$ cat config.mk
export PLATFORM = sky130hd
export DESIGN_NAME = io_port_register_map
export DESIGN_NICKNAME = d
export VERILOG_FILES = /design/src/shared/ioport_pkg.sv /design/src/shared/decode_if.sv /design/src/rtl/region_decode.sv /design/src/rtl/io_port_register_map.sv
export VERILOG_INCLUDE_DIRS = /design/src /design/src/shared
export SDC_FILE = /design/constraint.sdc
export NUM_CORES = 1
export LEC_CHECK = 0
export ABC_AREA = 1
export BUFFER_PORTS_ARGS = -buffer_cell sky130_fd_sc_hd__buf_2
export CORE_MARGIN = 2
export CORE_UTILIZATION = 50
export CTS_CLUSTER_DIAMETER = 200
export DETAILED_ROUTE_END_ITERATION = 16
export PLACE_DENSITY_LB_ADDON = 0.12
export SYNTH_ARGS = -nofsm -noshare
export SYNTH_HDL_FRONTEND = slang
export SYNTH_SLANG_ARGS = --single-unit
$ cat constraint.sdc
create_clock -name aclk -period 2.37 [get_ports aclk]
set_clock_uncertainty 0.1 [all_clocks]
set_input_delay 0.474 -clock aclk [delete_from_list [all_inputs] [get_ports aclk]]
set_output_delay 0.474 -clock aclk [all_outputs]
set_load 0.05 [all_outputs]
$ cat src/shared/ioport_regs.svh
`ifndef IOPORT_REGS_SVH
`define IOPORT_REGS_SVH

`define PORT_A_VALUE_IDX     16'h0000
`define PORT_A_DIRECTION_IDX 16'h0001
`define PORT_A_OPTION_IDX    16'h0002
`define PORT_B_VALUE_IDX     16'h0003
`define PORT_B_DIRECTION_IDX 16'h0004
`define PORT_B_OPTION_IDX    16'h0005
`define PORT_C_VALUE_IDX     16'h0006
`define PORT_C_DIRECTION_IDX 16'h0007
`define PORT_C_OPTION_IDX    16'h0008
`define PORT_D_VALUE_IDX     16'h0009
`define PORT_D_DIRECTION_IDX 16'h000a
`define PORT_D_OPTION_IDX    16'h000b
`define PORT_E_VALUE_IDX     16'h000c
`define PORT_E_DIRECTION_IDX 16'h000d
`define PORT_E_OPTION_IDX    16'h000e
`define STATUS_IDX           16'h007f

`define PORT_STRIDE    3
`define FIELD_VALUE    2'h0
`define FIELD_DIR      2'h1
`define FIELD_OPT      2'h2
`define PORT_RESET     8'h00

`define ADDR_SPACE_BYTES 65536
`define REG_AREA_FIRST 16'h0000
`define REG_AREA_LAST  16'h007f
`define RAM_FIRST      16'h0080
`define RAM_LAST       16'h087f
`define STACK_FIRST    16'h0100
`define STACK_LAST     16'h01ff
`define PROG_FIRST     16'h1000
`define VECTOR_FIRST   16'hffe0

`define RESP_OKAY      2'h0
`define RESP_DECERR    2'h3

`endif

$ cat src/shared/ioport_pkg.sv
package ioport_pkg;
  typedef enum logic [2:0] {
    REGION_REGS,
    REGION_RAM,
    REGION_STACK,
    REGION_PROGRAM,
    REGION_VECTORS,
    REGION_RESERVED
  } region_t;

  typedef struct packed {
    logic       hit;
    logic [2:0] port;
    logic [1:0] field;
  } reg_sel_t;
endpackage : ioport_pkg

$ cat src/shared/decode_if.sv
`timescale 1ns/10ps
interface decode_if;
  logic [15:0]         cpu_addr;
  ioport_pkg::region_t region;

  modport requester (output cpu_addr, input region);
  modport decoder   (input cpu_addr, output region);
endinterface : decode_if

$ cat src/rtl/region_decode.sv
`timescale 1ns/10ps
`include "ioport_regs.svh"
module region_decode (
  // address in, region out
  decode_if.decoder dec
);
  // vectors checked first: they sit inside the program window
  always_comb begin
    dec.region = ioport_pkg::REGION_RESERVED;
    if (dec.cpu_addr >= `VECTOR_FIRST) begin
      dec.region = ioport_pkg::REGION_VECTORS;
    end else if (dec.cpu_addr >= `PROG_FIRST) begin
      dec.region = ioport_pkg::REGION_PROGRAM;
    end else if (dec.cpu_addr >= `STACK_FIRST && dec.cpu_addr <= `STACK_LAST) begin
      dec.region = ioport_pkg::REGION_STACK;
    end else if (dec.cpu_addr <= `REG_AREA_LAST) begin
      dec.region = ioport_pkg::REGION_REGS;
    end else if (dec.cpu_addr >= `RAM_FIRST && dec.cpu_addr <= `RAM_LAST) begin
      dec.region = ioport_pkg::REGION_RAM;
    end
  end
endmodule : region_decode

$ cat src/rtl/io_port_register_map.sv
`timescale 1ns/10ps
`include "ioport_regs.svh"
module io_port_register_map #(
  parameter int                       NUM_PORTS   = 5,
  parameter logic [NUM_PORTS*8-1:0]   UNBONDED    = '0,
  parameter logic [NUM_PORTS*8-1:0]   INT_PINS    = 40'h00_d3_06_00_00,
  parameter logic [NUM_PORTS*8-1:0]   INT_PULLUP  = 40'h00_41_02_00_00,
  parameter logic [NUM_PORTS*2-1:0]   INT_VECTOR  = 10'h0e4,
  parameter int                       CAN_PORT    = 2,
  parameter int                       CAN_BIT     = 4
) (
  // clock and reset
  input  wire logic                          aclk,
  input  wire logic                          aresetn,
  // axi4-lite write address and data
  input  wire logic [17:0]                   s_axi_awaddr,
  input  wire logic [2:0]                    s_axi_awprot,
  input  wire logic                          s_axi_awvalid,
  output wire logic                          s_axi_awready,
  input  wire logic [31:0]                   s_axi_wdata,
  input  wire logic [3:0]                    s_axi_wstrb,
  input  wire logic                          s_axi_wvalid,
  output wire logic                          s_axi_wready,
  // axi4-lite write response
  output wire logic [1:0]                    s_axi_bresp,
  output wire logic                          s_axi_bvalid,
  input  wire logic                          s_axi_bready,
  // axi4-lite read
  input  wire logic [17:0]                   s_axi_araddr,
  input  wire logic [2:0]                    s_axi_arprot,
  input  wire logic                          s_axi_arvalid,
  output wire logic                          s_axi_arready,
  output wire logic [31:0]                   s_axi_rdata,
  output wire logic [1:0]                    s_axi_rresp,
  output wire logic                          s_axi_rvalid,
  input  wire logic                          s_axi_rready,
  // pads
  input  wire logic [NUM_PORTS-1:0][7:0]     pad_in,
  output wire logic [NUM_PORTS-1:0][7:0]     pad_out,
  output wire logic [NUM_PORTS-1:0][7:0]     pad_oe,
  output wire logic [NUM_PORTS-1:0][7:0]     pad_pullup,
  output wire logic [NUM_PORTS-1:0][7:0]     pad_int_en,
  // can transmit pin
  input  wire logic                          can_tx_data,
  input  wire logic                          can_tx_en,
  // external interrupt requests, one per vector
  output wire logic [3:0]                    ext_int_req
);

  logic [NUM_PORTS-1:0][7:0] val_ff;
  logic [NUM_PORTS-1:0][7:0] dir_ff;
  logic [NUM_PORTS-1:0][7:0] opt_ff;
  logic [NUM_PORTS-1:0][7:0] pad_out_ff;
  logic [NUM_PORTS-1:0][7:0] pad_oe_ff;
  logic [NUM_PORTS-1:0][7:0] pad_pullup_ff;
  logic [NUM_PORTS-1:0][7:0] pad_int_en_ff;
  logic [3:0]                ext_int_req_ff;
  logic                      awready_ff;
  logic                      wready_ff;
  logic                      aw_got_ff;
  logic                      w_got_ff;
  logic [15:0]               aw_addr_ff;
  logic [7:0]                w_data_ff;
  logic                      w_strb_ff;
  logic                      bvalid_ff;
  logic [1:0]                bresp_ff;
  logic                      arready_ff;
  logic                      rd_pend_ff;
  logic [15:0]               ar_addr_ff;
  logic                      rvalid_ff;
  logic [31:0]               rdata_ff;
  logic [1:0]                rresp_ff;
  ioport_pkg::region_t       last_region_ff;
  logic                      do_write;
  ioport_pkg::reg_sel_t      wr_sel;
  ioport_pkg::reg_sel_t      rd_sel;

  decode_if wr_dec ();
  decode_if rd_dec ();

  region_decode u_wr_decode (.dec(wr_dec.decoder));
  region_decode u_rd_decode (.dec(rd_dec.decoder));

  // byte address is four times the register index
  assign wr_dec.cpu_addr = aw_addr_ff;
  assign rd_dec.cpu_addr = ar_addr_ff;

  // index to port and field; stride of three per port
  function automatic ioport_pkg::reg_sel_t reg_sel(input logic [15:0] idx);
    ioport_pkg::reg_sel_t s;
    s = '0;
    for (int p = 0; p < NUM_PORTS; p++) begin
      for (int f = 0; f < `PORT_STRIDE; f++) begin
        if (idx == 16'(`PORT_A_VALUE_IDX + p * `PORT_STRIDE + f)) begin
          s.hit   = 1'b1;
          s.port  = 3'(p);
          s.field = 2'(f);
        end
      end
    end
    return s;
  endfunction : reg_sel

  assign wr_sel   = reg_sel(aw_addr_ff);
  assign rd_sel   = reg_sel(ar_addr_ff);
  assign do_write = aw_got_ff && w_got_ff && !bvalid_ff;

  // write address channel
  always_ff @(posedge aclk) begin
    if (!aresetn) begin
      awready_ff <= 1'b0;
      aw_got_ff  <= 1'b0;
      aw_addr_ff <= 16'h0000;
    end else if (s_axi_awvalid && awready_ff) begin
      awready_ff <= 1'b0;
      aw_got_ff  <= 1'b1;
      aw_addr_ff <= s_axi_awaddr[17:2];
    end else if (do_write) begin
      aw_got_ff  <= 1'b0;
    end else if (!aw_got_ff && !bvalid_ff) begin
      awready_ff <= 1'b1;
    end
  end

  // write data channel; registers live in byte lane 0
  always_ff @(posedge aclk) begin
    if (!aresetn) begin
      wready_ff <= 1'b0;
      w_got_ff  <= 1'b0;
      w_data_ff <= 8'h00;
      w_strb_ff <= 1'b0;
    end else if (s_axi_wvalid && wready_ff) begin
      wready_ff <= 1'b0;
      w_got_ff  <= 1'b1;
      w_data_ff <= s_axi_wdata[7:0];
      w_strb_ff <= s_axi_wstrb[0];
    end else if (do_write) begin
      w_got_ff  <= 1'b0;
    end else if (!w_got_ff && !bvalid_ff) begin
      wready_ff <= 1'b1;
    end
  end

  // write response; outside the register area the answer is DECERR
  always_ff @(posedge aclk) begin
    if (!aresetn) begin
      bvalid_ff <= 1'b0;
      bresp_ff  <= `RESP_OKAY;
    end else if (do_write) begin
      bvalid_ff <= 1'b1;
      bresp_ff  <= (wr_dec.region == ioport_pkg::REGION_REGS) ? `RESP_OKAY : `RESP_DECERR;
    end else if (bvalid_ff && s_axi_bready) begin
      bvalid_ff <= 1'b0;
    end
  end

  // port registers; misses in the register area are dropped
  always_ff @(posedge aclk) begin
    if (!aresetn) begin
      val_ff <= {NUM_PORTS{`PORT_RESET}};
      dir_ff <= {NUM_PORTS{`PORT_RESET}};
      opt_ff <= {NUM_PORTS{`PORT_RESET}};
    end else if (do_write && w_strb_ff && wr_sel.hit
                 && wr_dec.region == ioport_pkg::REGION_REGS) begin
      unique case (wr_sel.field)
        `FIELD_VALUE: val_ff[wr_sel.port] <= w_data_ff;
        `FIELD_DIR:   dir_ff[wr_sel.port] <= w_data_ff;
        default:      opt_ff[wr_sel.port] <= w_data_ff;
      endcase
    end
  end

  // last decoded region, visible in the status register
  always_ff @(posedge aclk) begin
    if (!aresetn) begin
      last_region_ff <= ioport_pkg::REGION_REGS;
    end else if (do_write) begin
      last_region_ff <= wr_dec.region;
    end else if (rd_pend_ff) begin
      last_region_ff <= rd_dec.region;
    end
  end

  // read address channel
  always_ff @(posedge aclk) begin
    if (!aresetn) begin
      arready_ff <= 1'b0;
      rd_pend_ff <= 1'b0;
      ar_addr_ff <= 16'h0000;
    end else if (s_axi_arvalid && arready_ff) begin
      arready_ff <= 1'b0;
      rd_pend_ff <= 1'b1;
      ar_addr_ff <= s_axi_araddr[17:2];
    end else if (rd_pend_ff) begin
      rd_pend_ff <= 1'b0;
    end else if (!rvalid_ff) begin
      arready_ff <= 1'b1;
    end
  end

  // read data
  always_ff @(posedge aclk) begin
    if (!aresetn) begin
      rvalid_ff <= 1'b0;
      rdata_ff  <= 32'h0000_0000;
      rresp_ff  <= `RESP_OKAY;
    end else if (rd_pend_ff) begin
      rvalid_ff <= 1'b1;
      rresp_ff  <= `RESP_OKAY;
      rdata_ff  <= 32'h0000_0000;
      if (rd_dec.region != ioport_pkg::REGION_REGS) begin
        rresp_ff <= `RESP_DECERR;
      end else if (rd_sel.hit) begin
        unique case (rd_sel.field)
          `FIELD_VALUE: rdata_ff <= {24'h000000, val_ff[rd_sel.port]};
          `FIELD_DIR:   rdata_ff <= {24'h000000, dir_ff[rd_sel.port]};
          default:      rdata_ff <= {24'h000000, opt_ff[rd_sel.port]};
        endcase
      end else if (ar_addr_ff == `STATUS_IDX) begin
        rdata_ff <= {29'h00000000, 3'(last_region_ff)};
      end
    end else if (rvalid_ff && s_axi_rready) begin
      rvalid_ff <= 1'b0;
    end
  end

  // pad drive; the can pin output follows only the can transmitter
  always_ff @(posedge aclk) begin
    if (!aresetn) begin
      pad_out_ff    <= '0;
      pad_oe_ff     <= '0;
      pad_pullup_ff <= UNBONDED;
      pad_int_en_ff <= '0;
    end else begin
      for (int p = 0; p < NUM_PORTS; p++) begin
        for (int b = 0; b < 8; b++) begin
          pad_out_ff[p][b] <= val_ff[p][b];
          pad_oe_ff[p][b]  <= dir_ff[p][b];
          // merged pins pull up, other interrupt pins float
          pad_pullup_ff[p][b] <= !dir_ff[p][b] && (UNBONDED[p*8+b]
                                 || (opt_ff[p][b] && (!INT_PINS[p*8+b]
                                 || INT_PULLUP[p*8+b])));
          pad_int_en_ff[p][b] <= !dir_ff[p][b] && opt_ff[p][b]
                                 && INT_PINS[p*8+b];
          if (p == CAN_PORT && b == CAN_BIT) begin
            pad_out_ff[p][b] <= can_tx_data;
            pad_oe_ff[p][b]  <= can_tx_en;
          end
        end
      end
    end
  end

  // each interrupt pin feeds the vector fixed for its port; active low
  always_ff @(posedge aclk) begin
    if (!aresetn) begin
      ext_int_req_ff <= 4'h0;
    end else begin
      ext_int_req_ff <= 4'h0;
      for (int p = 0; p < NUM_PORTS; p++) begin
        for (int b = 0; b < 8; b++) begin
          if (pad_int_en_ff[p][b] && !pad_in[p][b]) begin
            ext_int_req_ff[INT_VECTOR[p*2 +: 2]] <= 1'b1;
          end
        end
      end
    end
  end

  assign s_axi_awready = awready_ff;
  assign s_axi_wready  = wready_ff;
  assign s_axi_bvalid  = bvalid_ff;
  assign s_axi_bresp   = bresp_ff;
  assign s_axi_arready = arready_ff;
  assign s_axi_rvalid  = rvalid_ff;
  assign s_axi_rdata   = rdata_ff;
  assign s_axi_rresp   = rresp_ff;
  assign pad_out       = pad_out_ff;
  assign pad_oe        = pad_oe_ff;
  assign pad_pullup    = pad_pullup_ff;
  assign pad_int_en    = pad_int_en_ff;
  assign ext_int_req   = ext_int_req_ff;
endmodule : io_port_register_map

==> flow_metrics.tcl, run 1 <==
set metrics [dict create \
    slew_viol_final 0 \
    num_vias 12380 \
    synth_xor_area_share_pct 0 \
    final_net_count 2148 \
    total_leakage_power_nw 8.02 \
    via_per_inst 5.21 \
    syn_avg_cell_area_um2 7.47 \
    portBuffers 198 \
    fillCellCount 2141 \
    post-route-min-period_ns 2.38 \
    ant_nets 0 \
    cp_cell_sequence "nor2_1 -> nand3_2 -> buf_4 -> nor3_2 -> nand3_1 -> nand3_1 -> inv_2 -> nand4_1 -> nand2_2 -> buf_12 -> nor2_8 -> nand2_1 -> a21oi_1" \
    root_buffer "clkbuf_16" \
    worst_slew_pin_slew_ns 0.676 \
    synth_warnings 0 \
    worst_ep_required_time_ns 2.71 \
    htree_levels 2 \
    coreArea_um2 25000 \
    hold_ws_ns 0.0304 \
    end_kind "flop" \
    gp_congestion 0.937 \
    antenna_found_initial 0 \
    ys.flop_type "dfxtp_1" \
    use_met2_pct 43.4 \
    setup_viol 4 \
    first_global_vias 10906 \
    cts_max_path_buffers 3 \
    path_max_fanout 9 \
    violations "negative setup slack" \
    wl_um 40200 \
    arrival_ns 2.72 \
    synth.area.mux_share_pct 0 \
    firstDrtPassIters 7 \
    maxCapViolations 0 \
    dr.first_iter.drc_count 1133 \
    synth_edf_count 0 \
    setup_ws_ns -0.0127 \
    synth_cell_types 43 \
    grt_overflow_total 0 \
    row_count 58 \
    hold_viol 0 \
    max-vdd-ir-drop_mv 0.683 \
    die_h_um 163 \
    critPathSlowestCell "dfxtp_1" \
    netlist_instances 1700 \
    relSlewSlack_pct 54.8 \
    dp_cells 2264 \
    grt_pass1_wl_um 59000 \
    tns_ns -0.0280 \
    synth-adder-area-share_pct 0 \
    cpPeakStageDelay_ns 0.33 \
    p_per_area_nw_per_um2 725 \
    io_pins 332 \
    min_path_type "input port to flop" \
    cp_common_cell "nand3_1" \
    path_clk_slew_ns 0.06 \
    dieArea_um2 26700 \
    start_util_pct 50.8 \
    synth_top_family_by_area "simple AND/OR/NAND/NOR gates" \
    syn_area_um2 12700 \
    area_growth_syn_to_layout_pct 34.6 \
    dieWidth_um 163 \
    use_met3_pct 4.29 \
    finalCritPeriodShare_pct 101 \
    path_class "flop to flop" \
    status "finished with violations" \
    async_reset_ff_share_pct 0 \
    rsz0062_at_grt "yes" \
    startpoint_type "flop" \
    cts_buffers 34 \
    met1_usage_pct 39.7 \
    grt_max_degree 96 \
    cts.sinks 304 \
    cts_tree "built" \
    synth_seq_cells 304 \
    grt.total_usage_pct 28.3 \
    grt-busiest-layer "met2" \
    max_freq_mhz 420 \
    synth_compound_area_share_pct 13.0 \
    postLayoutCellArea_um2 17100 \
    hpwlAfterDp_um 27600 \
    postLayoutCoreUtil_pct 68.3 \
    drc 0 \
    final_layout_size_suffix_gt1_share_pct 30.1 \
    postPlaceCellArea_um2 14500 \
    synthSimpleGateAreaFrac_pct 26.5 \
    wl_per_cell_um 16.9 \
    ys_seq_area_share_pct 47.9 \
    clk_latency_ns 0.53 \
    antenna_cells 0 \
    finalNonFillerCells 2377 \
]
## where the power goes
| group | internal, W | total, W | switching (W) |
|---|---|---|---|
| clock network | 0.00342 | 0.00562 | 0.00220 |
| registers | 0.00517 | 0.00523 | 0.0000549 |
| logic | 0.000524 | 0.00154 | 0.00102 |
| total | 0.00912 | 0.0124 | 0.00328 |
## per-stage QoR
step | power, W | setup slack (ns)
after floorplan | 0.00623 | 0.289
after global placement | 0.00658 | -0.144
after detailed placement | 0.00659 | -0.150
after CTS | 0.0122 | 0.00315
after global routing | 0.0128 | -0.143
final | 0.0124 | -0.0127
## layout make-up
type                       count  area (um^2)  share of cell area (%)
tap                          330          413                    2.41
clock inverter                19          275                    1.61
multi-input combinational   1128         5920                    34.6
sequential                   304         6100                    35.7
inverter                     189          746                    4.36
timing repair buffer         364         2740                    16.0
clock buffer                  43          915                    5.35
## repair_timing
action                     CTS  global route
setup buffers               17            31
hold buffers                 0             0
resized for setup           31           229
pin swaps                    9            46
setup endpoints to repair   24           128
cloned                       1             3
## layer usage
metal  vias to the layer above  part of all wire (%)
met3                       103                   8.7
li1                       5976                     -
met1                      5697                    43
met5                         -                     0
met4                         0                   4.3
met2                       604                    44
## worst max-delay path: cells and delay by family (launching register included)
kind	cells	cell delay (ns)
simple gates	9	1.29
buf+inv	3	0.42
flops	1	0.33
compound gates	1	0.16
## layout by cell type, fill, tap and decap left out, types with 5 or more instances in the layout
cell and instances:
buf_2 197, inv_4 7, buf_12 25, nand3_4 5, a211oi_2 5, nand2_1 443
clkinv_2 8, nor2_2 15, a21oi_1 156, nand4_1 24, nand3_2 29, o21ai_2 21
clkbuf_16 37, clkbuf_1 6, nand3_1 68, buf_4 110, inv_1 166, o211ai_1 8
nand2_8 5, dfxtp_1 292, buf_6 23, o21ai_1 15, a21oi_2 14, nor2_4 24
inv_2 12, dfxtp_2 12, nand2_2 24, o21ai_0 59, bufinv_16 6, buf_8 6
conb_1 63, nor2_1 90, nor3_1 19
## synthesized netlist by cell type, drive strengths merged, types with 2 or more instances
cell type,instances,area share [%]
nand2,474,14
dfxtp,304,48
inv,186,5.5
a21oi,170,6.7
nor2,133,5.2
nand3,102,4.1
buf,96,5.6
o21ai,95,3.7
clkbuf,45,1.3
nand4,26,1.4
nor3,22,1.0
a211oi,9,0.61
o211ai,8,0.47
o2111ai,7,0.77
nand3b,4,0.24
a41oi,3,0.21
clkinv,3,0.098
a311oi,2,0.14
a31oi,2,0.098
nor4,2,0.098
o22ai,2,0.098
## kinds of logic after synthesis
logic type      Yosys count
simple gates            764
compound gates          301
buf+inv                 330
other cells               1
flops                   304
## registers in the layout, summed over array words and instances (netlist names), 2 cells and up
signal and cells:
ext_int_req 2, dir_ff 40, pad_out 40, val_ff 40, ar_addr_ff 16, last_region_ff 3
pad_oe 40, pad_int_en 5, pad_pullup 35, aw_addr_ff 16, w_data_ff 8, opt_ff 40
s_axi_rdata 8
## final timing paths
check | start | end | slack [ns] | cells past startpoint
worst max-delay path | aw_addr_ff[4] | dir_ff[24] | -0.01 | 13
worst min-delay path | can_tx_data | pad_out[20] | 0.03 | 3
worst max register to register | aw_addr_ff[4] | dir_ff[24] | -0.01 | 13
worst min register to register | val_ff[10] | pad_out[10] | 0.34 | 2
Note: power is estimated with default switching activity, not from simulation.
==> run 2, diff against run 1 <==
--- a/config.mk
+++ b/config.mk
@@ -9,7 +9,7 @@
 export ABC_AREA = 1
 export BUFFER_PORTS_ARGS = -buffer_cell sky130_fd_sc_hd__buf_2
 export CORE_MARGIN = 2
-export CORE_UTILIZATION = 50
+export CORE_UTILIZATION = 53
 export CTS_CLUSTER_DIAMETER = 200
 export DETAILED_ROUTE_END_ITERATION = 16
 export PLACE_DENSITY_LB_ADDON = 0.12
==> flow_metrics.tcl, run 2 (synthesis gave the netlist of run 1 again) <==
set metrics [dict create \
    hpwlAfterDp_um 27200 \
    portBuffers 198 \
    die_h_um 159 \
    hold_viol 0 \
    wl_um 38700 \
    fillCellCount 1894 \
    setup_viol 6 \
    startpoint_type "flop" \
    final_cell_mix "431 x nand2_1, 292 x dfxtp_1, 197 x buf_2" \
    worst_slew_pin_slew_ns 0.580 \
    worst_ep_required_time_ns 2.70 \
    num_vias 12142 \
    layout_commonest_cell "nand2_1" \
    path_clk_slew_ns 0.06 \
    final_layout_size_suffix_gt1_share_pct 27.9 \
    ctsHoldBuffers 0 \
    status "finished with violations" \
    dieWidth_um 159 \
    post-route-min-period_ns 2.40 \
    io_pins 332 \
    grt_overflow_total 0 \
    total_leakage_power_nw 7.75 \
    setup_ws_ns -0.0317 \
    root_buffer "clkbuf_16" \
    finalCritPeriodShare_pct 101 \
    dieArea_um2 25200 \
    dr.first_iter.drc_count 1153 \
    clk_latency_ns 0.51 \
    first_global_vias 11053 \
    htree_levels 2 \
    drc 0 \
    relSlewSlack_pct 61.2 \
    slew_viol_final 0 \
    violations "negative setup slack" \
    antenna_found_initial 1 \
    grt_pass1_wl_um 58800 \
    grt_max_degree 118 \
    row_count 56 \
    p_total_w 0.0122 \
    rsz0062_at_grt "yes" \
    ant_nets 0 \
    coreArea_um2 23500 \
    start_util_pct 54.1 \
    grt.total_usage_pct 29.0 \
    cts_buffers 34 \
    path_class "flop to flop" \
    via_per_inst 5.20 \
    area_growth_syn_to_layout_pct 30.0 \
    postLayoutCoreUtil_pct 70.4 \
    end_kind "flop" \
    cts_tree "built" \
    cts.sinks 304 \
    wl_per_cell_um 16.6 \
    path_max_fanout 8 \
    cts_max_path_buffers 3 \
    antenna_cells 0 \
    p_per_area_nw_per_um2 738 \
    min_path_type "input port to flop" \
    firstDrtPassIters 5 \
    max-vdd-ir-drop_mv 0.684 \
    final_net_count 2121 \
    max_freq_mhz 416 \
    maxCapViolations 0 \
    arrival_ns 2.73 \
    gp_congestion 0.937 \
]
[run 2: cell count changes in the layout (fill, tap and decap cells not counted), moves of 13 or more]
cell and change:
nand3_1 +21, nand3_2 -17, o21ai_2 -15, buf_4 -14, a21oi_1 -13, a21oi_2 +13
[run 2: area by class of cell]
cell class | count | area, um^2 | area share, %
timing repair buffer | 335 | 2370 | 14.3
clock buffer | 43 | 956 | 5.79
sequential | 304 | 6100 | 36.9
clock inverter | 17 | 236 | 1.43
inverter | 189 | 741 | 4.48
tap | 319 | 399 | 2.42
multi-input combinational | 1130 | 5720 | 34.6
[run 2: timing repair]
item / CTS / global route
gates cloned: 2 / 2
endpoints found under the setup margin: 17 / 122
gates resized for setup: 50 / 149
buffers inserted: 14 / 14
pin swaps: 13 / 32
endpoints found under the hold margin: 0 / 0
[run 2: critical path, cell delays in order (launching register included)]
cell	delay, ns
dfxtp_2	0.32
nor2_2	0.11
nand3_2	0.10
inv_2	0.10
nand2_4	0.07
nor2_8	0.18
buf_8	0.15
nand4_1	0.10
nand3_1	0.10
nand3b_1	0.24
nand2_8	0.14
buf_12	0.17
nor2_8	0.21
nand2_1	0.08
a21oi_1	0.14
[run 2: worst paths after layout]
check,slack (ns),cells past startpoint,from,to
max,-0.03,14,aw_addr_ff[15],dir_ff[26]
min,0.05,3,can_tx_en,pad_oe[20]
max reg2reg,-0.03,14,aw_addr_ff[15],dir_ff[26]
min reg2reg,0.35,2,val_ff[16],pad_out[16]
[run 2: power by group]
| group | switching [W] | internal [W] |
|---|---|---|
| logic | 0.000969 | 0.000466 |
| clock network | 0.00211 | 0.00342 |
| registers | 0.0000543 | 0.00518 |
[run 2: metrics by stage]
step / hold WS, ns / setup slack, ns / std cells / TNS [ns] / area, um^2
floorplan: 0.311 / 0.289 / 1762 / 0 / 12900
global placement: 0.339 / -0.121 / 2247 / -0.808 / 14400
detailed placement: 0.340 / -0.144 / 2247 / -1.00 / 14400
CTS: 0.0422 / -0.00132 / 2323 / -0.00171 / 16000
global route: 0.0391 / -0.147 / 2337 / -6.70 / 16500
finish: 0.0460 / -0.0317 / 2337 / -0.0838 / 16500
[run 2: routing by layer]
metal / up-vias / track usage, % / share of wire [%]
li1: 5920 / - / -
met4: 2 / 10.4 / 3.1
met3: 88 / 5.54 / 10
met1: 5494 / 41.8 / 43
met2: 638 / 43.2 / 43
met5: - / 0 / 0.034
==> run 3, diff against run 2 <==
--- a/config.mk
+++ b/config.mk
@@ -10,9 +10,10 @@
 export BUFFER_PORTS_ARGS = -buffer_cell sky130_fd_sc_hd__buf_2
 export CORE_MARGIN = 2
 export CORE_UTILIZATION = 53
-export CTS_CLUSTER_DIAMETER = 200
+export CTS_CLUSTER_DIAMETER = 120
 export DETAILED_ROUTE_END_ITERATION = 16
 export PLACE_DENSITY_LB_ADDON = 0.12
 export SYNTH_ARGS = -nofsm -noshare
 export SYNTH_HDL_FRONTEND = slang
+export SYNTH_HIERARCHICAL = 1
 export SYNTH_SLANG_ARGS = --single-unit
==> flow_metrics.tcl, run 3 <==
set metrics [dict create \
    path_class "flop to flop" \
    hold_ws_ns 0.0143 \
    htree_levels 1 \
    setup_viol 1 \
    wl_um 41100 \
    start_util_pct 53.8 \
    clk_latency_ns 0.56 \
    ant_nets 0 \
    postPlaceCellArea_um2 15000 \
    startpoint_type "flop" \
    firstDrtPassIters 6 \
    status "finished with violations" \
    max-vdd-ir-drop_mv 0.548 \
    rsz0062_at_grt "yes" \
    drc 0 \
    min_path_type "input port to flop" \
    synth.top_cell.area_share_pct 46.7 \
    gp_congestion 0.920 \
    dp_slack_ns -0.146 \
    arrival_ns 2.72 \
    synth_cell_types 43 \
    ys.flop_type "dfxtp_1" \
    hpwlAfterDp_um 27400 \
    yosys.cell_count.top_type "nand2_1" \
    worst_ep_required_time_ns 2.69 \
    tns_ns -0.0328 \
    die_h_um 161 \
    cts_max_path_buffers 3 \
    cp_cell_sequence "inv_1 -> nand2_1 -> a21oi_2 -> buf_4 -> o21ai_4 -> nand2_8 -> buf_12 -> or2_2 -> nand3_1 -> nand3b_1 -> nand3_1 -> nand2_2 -> nand2_1 -> a21oi_1" \
    io_pins 332 \
    syn_area_um2 13000 \
    layout_commonest_cell "nand2_1" \
    dieWidth_um 161 \
    row_count 57 \
    maxCapViolations 0 \
    antenna_found_initial 0 \
    via_per_inst 5.24 \
    root_buffer "clkbuf_16" \
    num_vias 13111 \
    grt_pass1_wl_um 60800 \
    cts_buffers 30 \
    worst_slew_pin_slew_ns 0.888 \
    synth_warnings 6 \
    postLayoutCellArea_um2 17300 \
    area_growth_syn_to_layout_pct 32.6 \
    total_leakage_power_nw 8.58 \
    final_net_count 2280 \
    slew_viol_final 0 \
    critPathSlowestCell "dfxtp_2" \
    wl_per_cell_um 16.5 \
    synth_seq_cells 304 \
    relSlewSlack_pct 40.6 \
    synthTopCellsByArea "dfxtp_1 47%, nand2_1 14%, nand3_1 6.4%, nor2_1 5.5%, inv_1 5.2%" \
    synthTopCellsByCount "499 x nand2_1, 304 x dfxtp_1, 192 x nor2_1" \
    syn_avg_cell_area_um2 7.08 \
    end_kind "flop" \
    async_reset_ff_share_pct 0 \
    path_clk_slew_ns 0.06 \
    synth_edf_count 0 \
    finalCritPeriodShare_pct 101 \
    coreArea_um2 24200 \
    first_global_vias 11661 \
    grt_overflow_total 0 \
    final_cell_mix "459 x nand2_1, 286 x dfxtp_1, 197 x buf_2" \
    portBuffers 198 \
    cts.sinks 304 \
    cpPeakStageDelay_ns 0.37 \
    p_per_area_nw_per_um2 699 \
    hold_viol 0 \
    setup_ws_ns -0.0328 \
    dieArea_um2 25900 \
    netlist_instances 1842 \
    path_max_fanout 6 \
    grt_max_degree 170 \
    dr.first_iter.drc_count 1266 \
    cts_tree "built" \
    ys_seq_area_share_pct 46.7 \
    grt.total_usage_pct 29.4 \
    final_layout_size_suffix_gt1_share_pct 27.8 \
    max_freq_mhz 416 \
    antenna_cells 0 \
    violations "negative setup slack" \
    post-route-min-period_ns 2.40 \
    yosysTopAreaCell "dfxtp_1" \
]
[run 3: cells by family after synthesis]
family	after synthesis	share of synthesized area [%]
and+or+nand+nor	946	31.1
buffers and inverters	355	12.5
DFF	304	46.7
AOI/OAI and AO/OA	236	9.64
other	1	0.0288
[run 3: path summary, 6_finish.rpt]
| path | endpoint | slack (ns) | cells past startpoint | startpoint |
|---|---|---|---|---|
| worst max-delay path | s_axi_rdata[2] | -0.03 | 14 | ar_addr_ff[0] |
| worst min-delay path | ar_addr_ff[2] | 0.01 | 3 | s_axi_araddr[4] |
| worst max register to register | s_axi_rdata[2] | -0.03 | 14 | ar_addr_ff[0] |
| worst min register to register | pad_out[24] | 0.35 | 2 | val_ff[24] |
[run 3: final cells by class]
| cell class | instances | area [um^2] |
|---|---|---|
| clock buffer | 42 | 877 |
| inverter | 203 | 776 |
| sequential | 304 | 6110 |
| clock inverter | 14 | 231 |
| multi-input combinational | 1246 | 6200 |
| timing repair buffer | 368 | 2680 |
| fill | 2052 | 6960 |
| tap | 324 | 405 |
[run 3: routing by layer]
metal  routed length [um]  GRT usage [%]
met5                    0              0
met2                18600           48.4
met1                16600           39.1
met3                 4100           4.34
met4                 1890           11.3
[run 3: critical path: cells and delay by family (launching register included)]
kind | cells | cell delay (ns)
and+or+nand+nor | 8 | 1.06
buffers and inverters | 3 | 0.38
DFF | 1 | 0.37
AOI/OAI and AO/OA | 3 | 0.34
[run 3: repair_timing]
item,4_1_cts,5_1_grt
gates resized for setup,47,167
cloned,6,6
setup endpoints to repair,77,128
pin swaps,12,75
hold endpoints to repair,10,0
setup buffers,6,11
hold buffers,10,0
[run 3: per-stage QoR]
step,power (W),utilization [%],instances
6_report,0.0121,71.3,2501
5_1_grt,0.0125,71.3,2501
4_1_cts,0.0119,68.1,2486
3_5_place_dp,0.00664,61.7,2409
3_3_place_gp,0.00663,61.7,2409
2_1_floorplan,0.00627,-,1904
[run 3: power by group]
| group | switching (W) | internal (W) |
|---|---|---|
| Clock | 0.00203 | 0.00323 |
| Combinational | 0.00103 | 0.000533 |
| Sequential | 0.0000855 | 0.00518 |
| Total | 0.00315 | 0.00894 |
